File: config.mk
export PLATFORM = sky130hd
export DESIGN_NAME = user_stack_exec
export DESIGN_NICKNAME = d
export VERILOG_FILES = /design/src/verilog/user_stack_pkg.sv /design/src/verilog/decode_if.sv /design/src/verilog/opcode_decoder.sv /design/src/verilog/user_stack_exec.sv
export VERILOG_INCLUDE_DIRS = /design/src /design/src/verilog
export SDC_FILE = /design/constraint.sdc
export NUM_CORES = 1
export LEC_CHECK = 0
export BUFFER_PORTS_ARGS = -buffer_cell sky130_fd_sc_hd__buf_2
export CAP_MARGIN = 30
export CORE_ASPECT_RATIO = 1.1
export CORE_UTILIZATION = 48
export CTS_CLUSTER_SIZE = 20
export DETAILED_ROUTE_END_ITERATION = 16
export GPL_ROUTABILITY_DRIVEN = 0
export PLACE_DENSITY = 0.88
export SLEW_MARGIN = 20
export SYNTH_ARGS = -nofsm -noshare
export SYNTH_HDL_FRONTEND = slang
export SYNTH_SLANG_ARGS = --single-unit
File: constraint.sdc
create_clock -name clk -period 1.9 [get_ports clk]
set_input_delay 0.38 -clock clk [delete_from_list [all_inputs] [get_ports clk]]
set_output_delay 0.38 -clock clk [all_outputs]
set_load 0.1 [all_outputs]
File: src/verilog/user_stack_cfg.svh
`ifndef USER_STACK_CFG_SVH
`define USER_STACK_CFG_SVH

// ----------------------------------------
// opcodes
// ----------------------------------------
`define OPC_PUSH_USER_STACK_DEC 8'h82
`define OPC_PUSH_USER_STACK_INC 8'h83
`define OPC_CLEAR_CARRY 8'hCF

// ----------------------------------------
// instruction lengths and cycle counts
// ----------------------------------------
`define PUSH_BYTES 2'h3
`define PUSH_CYCLES 4'h8
`define CLEAR_CARRY_BYTES 2'h1
`define CLEAR_CARRY_CYCLES 4'h4
`define CYCLE_CNT_W 4

// ----------------------------------------
// flags register layout
// ----------------------------------------
`define CARRY_BIT 7
`define FLAGS_W 8

`endif

File: src/verilog/user_stack_pkg.sv
package user_stack_pkg;

  typedef enum logic [1:0]
  {
    op_none,
    op_push_dec,
    op_push_inc,
    op_clear_carry
  } op_t;

  typedef enum logic [2:0]
  {
    st_idle,
    st_read_sp,
    st_read_src,
    st_write_data,
    st_clear_carry,
    st_wait
  } state_t;

endpackage
File: src/verilog/decode_if.sv
`timescale 1ns/1ps
`include "user_stack_cfg.svh"

interface decode_if;
  import user_stack_pkg::*;
  logic [7:0] opcode;
  op_t op;
  logic [`CYCLE_CNT_W-1:0] cycles;
  logic [1:0] bytes;

  modport decoder
  (
    input opcode,
    output op,
    output cycles,
    output bytes
  );

  modport core
  (
    output opcode,
    input op,
    input cycles,
    input bytes
  );
endinterface

File: src/verilog/opcode_decoder.sv
`timescale 1ns/1ps
`include "user_stack_cfg.svh"

module opcode_decoder
  import user_stack_pkg::*;
(
  decode_if.decoder dec
);

  always_comb
  begin
    dec.op = op_none;
    dec.cycles = '0;
    dec.bytes = '0;
    case (dec.opcode)
      `OPC_PUSH_USER_STACK_DEC:
      begin
        dec.op = op_push_dec; // see [RULE1]
        dec.cycles = `PUSH_CYCLES;
        dec.bytes = `PUSH_BYTES;
      end
      `OPC_PUSH_USER_STACK_INC:
      begin
        dec.op = op_push_inc; // see [RULE4]
        dec.cycles = `PUSH_CYCLES;
        dec.bytes = `PUSH_BYTES;
      end
      `OPC_CLEAR_CARRY:
      begin
        dec.op = op_clear_carry; // see [RULE7]
        dec.cycles = `CLEAR_CARRY_CYCLES;
        dec.bytes = `CLEAR_CARRY_BYTES;
      end
      default:
      begin
        dec.op = op_none;
      end
    endcase
  end

endmodule // opcode_decoder

File: src/verilog/user_stack_exec.sv
`timescale 1ns/1ps
`include "user_stack_cfg.svh"

// Contract
// [RULE1] opcode 82 hex is the decrementing user-stack push, three bytes, eight cycles, indirect dst and register src.
// [RULE2] the decrementing push first lowers the user stack pointer by one, then writes src to the register it points at.
// [RULE3] neither user-stack push touches any bit of the flags register.
// [RULE4] opcode 83 hex is the incrementing user-stack push, three bytes, eight cycles, indirect dst and register src.
// [RULE5] the incrementing push first raises the user stack pointer by one, then writes src to the register it points at.
// [RULE6] the user stack pointer is an ordinary register whose content is the register file address of the write.
// [RULE7] opcode CF hex is one byte, four cycles, clears carry regardless of its value and leaves other flags alone.
// [RULE8] the pointer step is modulo 256 and wraps between 00 and FF hex without raising a flag.

module user_stack_exec
  import user_stack_pkg::*;
#(
  parameter int DATA_W = 8
)
(
  input wire logic clk,
  input wire logic arst_n,
  input wire logic start,
  input wire logic [7:0] opcode,
  input wire logic [DATA_W-1:0] dst_operand,
  input wire logic [DATA_W-1:0] src_operand,
  input wire logic [DATA_W-1:0] rf_rd_data,
  input wire logic [`FLAGS_W-1:0] flags_in,
  output logic busy,
  output logic done,
  output logic illegal,
  output logic [DATA_W-1:0] rf_rd_addr,
  output logic rf_wr_en,
  output logic [DATA_W-1:0] rf_wr_addr,
  output logic [DATA_W-1:0] rf_wr_data,
  output logic flags_wr_en,
  output logic [`FLAGS_W-1:0] flags_wr_data
);

  // ----------------------------------------
  // elaboration check
  // ----------------------------------------
  // the pointer wrap and the register file address are defined for bytes only
  if (DATA_W != 8)
  begin : g_width_check
    $error("user_stack_exec supports DATA_W of 8 only");
  end

  // ----------------------------------------
  // decode
  // ----------------------------------------
  decode_if dec_bus ();

  assign dec_bus.opcode = opcode;

  opcode_decoder u_dec
  (
    .dec(dec_bus)
  );

  // ----------------------------------------
  // state
  // ----------------------------------------
  state_t state_q, state_d;
  op_t op_q, op_d;
  logic [`CYCLE_CNT_W-1:0] cnt_q, cnt_d;
  logic [`CYCLE_CNT_W-1:0] last_q, last_d;
  logic [DATA_W-1:0] ptr_reg_q, ptr_reg_d;
  logic [DATA_W-1:0] src_reg_q, src_reg_d;
  logic [DATA_W-1:0] new_sp_q, new_sp_d;
  logic busy_q, busy_d;
  logic done_q, done_d;
  logic illegal_q, illegal_d;
  logic [DATA_W-1:0] rd_addr_q, rd_addr_d;
  logic wr_en_q, wr_en_d;
  logic [DATA_W-1:0] wr_addr_q, wr_addr_d;
  logic [DATA_W-1:0] wr_data_q, wr_data_d;
  logic fl_en_q, fl_en_d;
  logic [`FLAGS_W-1:0] fl_data_q, fl_data_d;
  logic [DATA_W-1:0] sp_step;

  // plain modular step, no carry out is kept so nothing reaches the flags
  always_comb
  begin
    if (op_q == op_push_dec)
    begin
      sp_step = rf_rd_data - DATA_W'(1); // see [RULE2] see [RULE8]
    end
    else
    begin
      sp_step = rf_rd_data + DATA_W'(1); // see [RULE5] see [RULE8]
    end
  end

  always_comb
  begin
    state_d = state_q;
    op_d = op_q;
    cnt_d = cnt_q;
    last_d = last_q;
    ptr_reg_d = ptr_reg_q;
    src_reg_d = src_reg_q;
    new_sp_d = new_sp_q;
    busy_d = busy_q;
    done_d = 1'b0;
    illegal_d = 1'b0;
    rd_addr_d = rd_addr_q;
    wr_en_d = 1'b0;
    wr_addr_d = wr_addr_q;
    wr_data_d = wr_data_q;
    fl_en_d = 1'b0;
    fl_data_d = fl_data_q;
    if (state_q != st_idle)
    begin
      cnt_d = cnt_q + `CYCLE_CNT_W'(1);
    end
    case (state_q)
      st_idle:
      begin
        if (start)
        begin
          if (dec_bus.op == op_none)
          begin
            illegal_d = 1'b1;
          end
          else
          begin
            op_d = dec_bus.op;
            last_d = dec_bus.cycles - `CYCLE_CNT_W'(1);
            cnt_d = `CYCLE_CNT_W'(1);
            busy_d = 1'b1;
            ptr_reg_d = dst_operand;
            rd_addr_d = dst_operand; // see [RULE6]
            if (dec_bus.op == op_clear_carry)
            begin
              state_d = st_clear_carry;
            end
            else
            begin
              state_d = st_read_sp;
            end
          end
        end
      end
      st_read_sp:
      begin
        // src is read before the pointer is written, so a src equal to the
        // pointer register pushes the old pointer value
        new_sp_d = sp_step;
        rd_addr_d = src_operand;
        state_d = st_read_src;
      end
      st_read_src:
      begin
        src_reg_d = rf_rd_data;
        wr_en_d = 1'b1;
        wr_addr_d = ptr_reg_q;
        wr_data_d = new_sp_q; // see [RULE2] see [RULE5]
        state_d = st_write_data;
      end
      st_write_data:
      begin
        wr_en_d = 1'b1;
        wr_addr_d = new_sp_q; // see [RULE6]
        wr_data_d = src_reg_q; // see [RULE2] see [RULE5]
        state_d = st_wait; // see [RULE3]
      end
      st_clear_carry:
      begin
        fl_en_d = 1'b1;
        fl_data_d = flags_in;
        fl_data_d[`CARRY_BIT] = 1'b0; // see [RULE7]
        state_d = st_wait;
      end
      st_wait:
      begin
        if (cnt_q == last_q)
        begin
          done_d = 1'b1; // see [RULE1] see [RULE4] see [RULE7]
          busy_d = 1'b0;
          state_d = st_idle;
        end
      end
      default:
      begin
        state_d = st_idle;
        busy_d = 1'b0;
      end
    endcase
  end

  always_ff @(posedge clk or negedge arst_n)
  begin
    if (!arst_n)
    begin
      state_q <= st_idle;
      op_q <= op_none;
      cnt_q <= '0;
      last_q <= '0;
      ptr_reg_q <= '0;
      src_reg_q <= '0;
      new_sp_q <= '0;
      busy_q <= 1'b0;
      done_q <= 1'b0;
      illegal_q <= 1'b0;
      rd_addr_q <= '0;
      wr_en_q <= 1'b0;
      wr_addr_q <= '0;
      wr_data_q <= '0;
      fl_en_q <= 1'b0;
      fl_data_q <= '0;
    end
    else
    begin
      state_q <= state_d;
      op_q <= op_d;
      cnt_q <= cnt_d;
      last_q <= last_d;
      ptr_reg_q <= ptr_reg_d;
      src_reg_q <= src_reg_d;
      new_sp_q <= new_sp_d;
      busy_q <= busy_d;
      done_q <= done_d;
      illegal_q <= illegal_d;
      rd_addr_q <= rd_addr_d;
      wr_en_q <= wr_en_d;
      wr_addr_q <= wr_addr_d;
      wr_data_q <= wr_data_d;
      fl_en_q <= fl_en_d;
      fl_data_q <= fl_data_d;
    end
  end

  // ----------------------------------------
  // outputs
  // ----------------------------------------
  assign busy = busy_q;
  assign done = done_q;
  assign illegal = illegal_q;
  assign rf_rd_addr = rd_addr_q;
  assign rf_wr_en = wr_en_q;
  assign rf_wr_addr = wr_addr_q;
  assign rf_wr_data = wr_data_q;
  assign flags_wr_en = fl_en_q;
  assign flags_wr_data = fl_data_q;

endmodule // user_stack_exec

==> results.txt <==
----------------------------------------------------
[Global routing]
  Global-route wire length before repair ... between 10000 and 15000 microns
  Antenna violations before repair ... 0
  Total gr overflow ... 0
  GRT Resource Usage Total ... ~22%
  Maximum number of pins on one net before global-route repair ... 73
  Number of global-route vias before repair ... roughly 2500

[Detailed routing]
  Total detailed-routing wirelength ... slightly above 7000 microns
  Routed via count divided by cell count ... around 5.3
  DRC viols ... 0
  Total number of vias ... about 2600
  WL/cell ... 14.6 microns
  Pre-antenna DRT Iters ... 4
  Post-detailed-route count of antenna-violating nets ... 0
  Violation count after the first detailed-routing iteration ... between 150 and 200

[Synthesis]
  Yosys Warn Count ... 0
  Number of distinct library cells after synthesis ... 47
  Count of flip-flops with a built-in enable after synthesis ... 0
  Leading register cell type out of synthesis ... sky130_fd_sc_hd__dfrtp_1
  Sequential element share of the synthesized area ... 54.3%
  Share of flip-flops with an asynchronous set or reset after synthesis ... 100%
  Post-synthesis instance total ... approximately 310
  Syn avg cell area ... roughly 11 sq um
  Net count after synthesis ... ~360
  Synthesized cell area ... around 3300 sq um
  Number of flip-flops and latches in the synthesized netlist ... a little over 70

[Clocking]
  Max Buffers Root-to-Sink ... 2
  Clock tree from TritonCTS ... yes
  Clk pin slew, worst setup/hold paths ... approximately 70 ps
  Total CTS buffers ... 9
  Level count of the clock H-tree ... 3
  Clock latency of the later-clocked register in the worst-skew pair ... 350 ps
  Clock sink count ... 72
  Clock Root Buffer ... sky130_fd_sc_hd__clkbuf_8
  CTS hold repair buffers ... 0

[Setup path]
  Crit end category ... register
  Critical path cell sequence ... nand2b_4, inv_4, ha_4, nor2b_4, o31a_1, o21a_1, o21a_1, o31ai_1
  Library cell appearing most often on the critical path ... sky130_fd_sc_hd__o21a_1
  Crit start category ... register
  Max incr delay on CP ... a little under 400 ps
  Largest fanout on the critical path ... 5
  Highest-delay cell along the critical path ... sky130_fd_sc_hd__dfrtp_1
  Critical Path RT ... approximately 2200 ps
  Classification of the worst setup path ... register to register
  Arrival time reported for the critical path endpoint ... about 2200 ps

[Layout]
  Most frequent cells in the layout ... sky130_fd_sc_hd__buf_2 (77), sky130_fd_sc_hd__dfrtp_1 (72), sky130_fd_sc_hd__nand2_1 (52), sky130_fd_sc_hd__o21ai_0 (26), sky130_fd_sc_hd__nor2_1 (22)
  Most common cell after layout, fill and taps aside ... sky130_fd_sc_hd__buf_2
  Post-layout net count ... 450
  Layout Area Growth over Synthesis ... 24.7%
  Final non-filler cell total ... around 490
  N_diodes ... 0
  Fraction of final layout cells sized beyond drive strength 1 ... between 30% and 40%

[Floorplanning]
  Vertical die dimension ... roughly 89 microns
  Die Footprint ... 7250 sq um
  Placement Rows ... 31
  Count of pins on the block boundary ... 80
  Core area ... between 6000 and 7000 sq um
  Die width ... just over 80 microns
  Starting density of the core ... approximately half

[STA]
  Final Hold Fails ... 0
  Max Clock Skew ... approximately 9.2 ps
  Setup slack after layout ... -0.0486 ps
  Sum of negative setup slack ... -0.0486 ps
  Max-slew violation total from the final report ... 0
  RSZ-0062 raised after global routing ... true
  Highest achievable clock rate ... approximately 0.53 GHz
  Final critical path time including I/O delays and setup ... ~1900 ps
  Final setup violation count ... 1
  Final Cycle Share ... 100%

[Hold path]
  Type of the most critical hold path ... primary input to async pin

[Run status]
  Status ... complete, but fails checks
  Violated checks ... negative setup slack

[Place]
  Number of instances in the placed design ... 470
  Number of buffers added on ports ... 77
  Detailed placement HPWL ... between 5000 and 6000 microns

[Run]
  Number of maximum-capacitance constraint violations ... 0

----------------------------------------------------
worst max-delay path, delay by kind of cell, from the launching register on:
| kind | cells | cell delay, ps |
|---|---|---|
| AO/OA/AOI/OAI | 4 | 820 |
| AND/OR/NAND/NOR | 2 | 290 |
| buffers and inverters | 1 | 90 |
| flip-flops | 1 | 390 |
| adder cells (fa/ha/maj) | 1 | 210 |
path summary, 6_finish.rpt:
path	from	to	slack (ps)	cells after the start
max	op_q[1]	new_sp_q[6]	-0.05	8
min	arst_n	rf_wr_data[2]	30	2
max reg2reg	op_q[1]	new_sp_q[6]	-0.05	8
min reg2reg	rf_wr_data[2]	rf_wr_data[2]	480	2
max in group asynchronous	arst_n	state_q[1]	1550	2
min in group clk	dst_operand[1]	ptr_reg_q[1]	250	3
sequential cells by signal (all words and copies together), names as in the netlist, 2 cells and up:
name           flops
flags_wr_data      7
last_q             3
src_reg_q          8
rf_wr_addr         8
rf_rd_addr         8
new_sp_q           8
ptr_reg_q          8
rf_wr_data         8
op_q               2
state_q            3
cnt_q              4
timing repair:
action	in CTS	in global routing
resized for setup	4	5
pin swaps	0	2
setup endpoints to repair	2	3
buffers inserted	0	0
metal layers:
metal	up-vias	global-route usage (%)	wire [microns]
li1	1257	-	-
met1	1248	28.0	3140
met2	75	36.1	3490
met3	9	4.80	373
met4	0	9.58	99
met5	-	0	0
synth_stat cells (3+ instances only):
master	number	area share, %
sky130_fd_sc_hd__dfrtp_1	72	54
sky130_fd_sc_hd__nand2_1	52	5.9
sky130_fd_sc_hd__o21ai_0	28	4.2
sky130_fd_sc_hd__nor2_1	22	2.5
sky130_fd_sc_hd__mux2i_1	17	5.1
sky130_fd_sc_hd__mux2_2	15	5.1
sky130_fd_sc_hd__o22ai_1	8	1.5
sky130_fd_sc_hd__a21oi_1	7	1.1
sky130_fd_sc_hd__ha_1	7	2.6
sky130_fd_sc_hd__buf_2	6	0.90
sky130_fd_sc_hd__clkbuf_1	6	0.68
sky130_fd_sc_hd__nand2b_1	6	1.1
sky130_fd_sc_hd__inv_1	5	0.57
sky130_fd_sc_hd__nor3_1	5	0.75
sky130_fd_sc_hd__o21a_1	4	0.90
sky130_fd_sc_hd__xnor2_1	4	1.1
sky130_fd_sc_hd__xor2_1	4	1.1
sky130_fd_sc_hd__and2_1	3	0.57
sky130_fd_sc_hd__nor2b_1	3	0.57
cell type report:
cell class / count / area (sq um)
Fill cell: 532 / 2490
Sequential cell: 72 / 1800
Multi-Input combinational cell: 219 / 1460
Timing Repair Buffer: 92 / 510
Clock buffer: 12 / 165
Tap cell: 82 / 103
Clock inverter: 4 / 73.8
Inverter: 5 / 21.3
per-stage QoR:
| step | cell area [sq um] | setup WS, ps | hold slack, ps | util [%] |
|---|---|---|---|---|
| 6_report | 4140 | -0.0486 | 26.7 | 62.4 |
| 5_1_grt | 4140 | -96.9 | 69.0 | 62.4 |
| 4_1_cts | 4120 | -19.9 | 57.6 | 62.1 |
| 3_3_place_gp | 3860 | -12.6 | 430 | 58.3 |
| 2_1_floorplan | 3330 | 18.6 | 84.4 | - |
| 3_5_place_dp | 3860 | -75.6 | 435 | 58.3 |
kinds of logic after synthesis:
family	after synthesis	synth area share, %
simple gates	105	15.1
other cells	1	0.113
flops	72	54.3
mux	32	10.2
buf+inv	20	2.83
xor+xnor	8	2.11
compound gates	65	12.1
fa+ha+maj	8	3.24
Power is left out: the tool's default activity adds up to more than one toggle a clock period on the data nets, which glitch-free logic cannot reach.
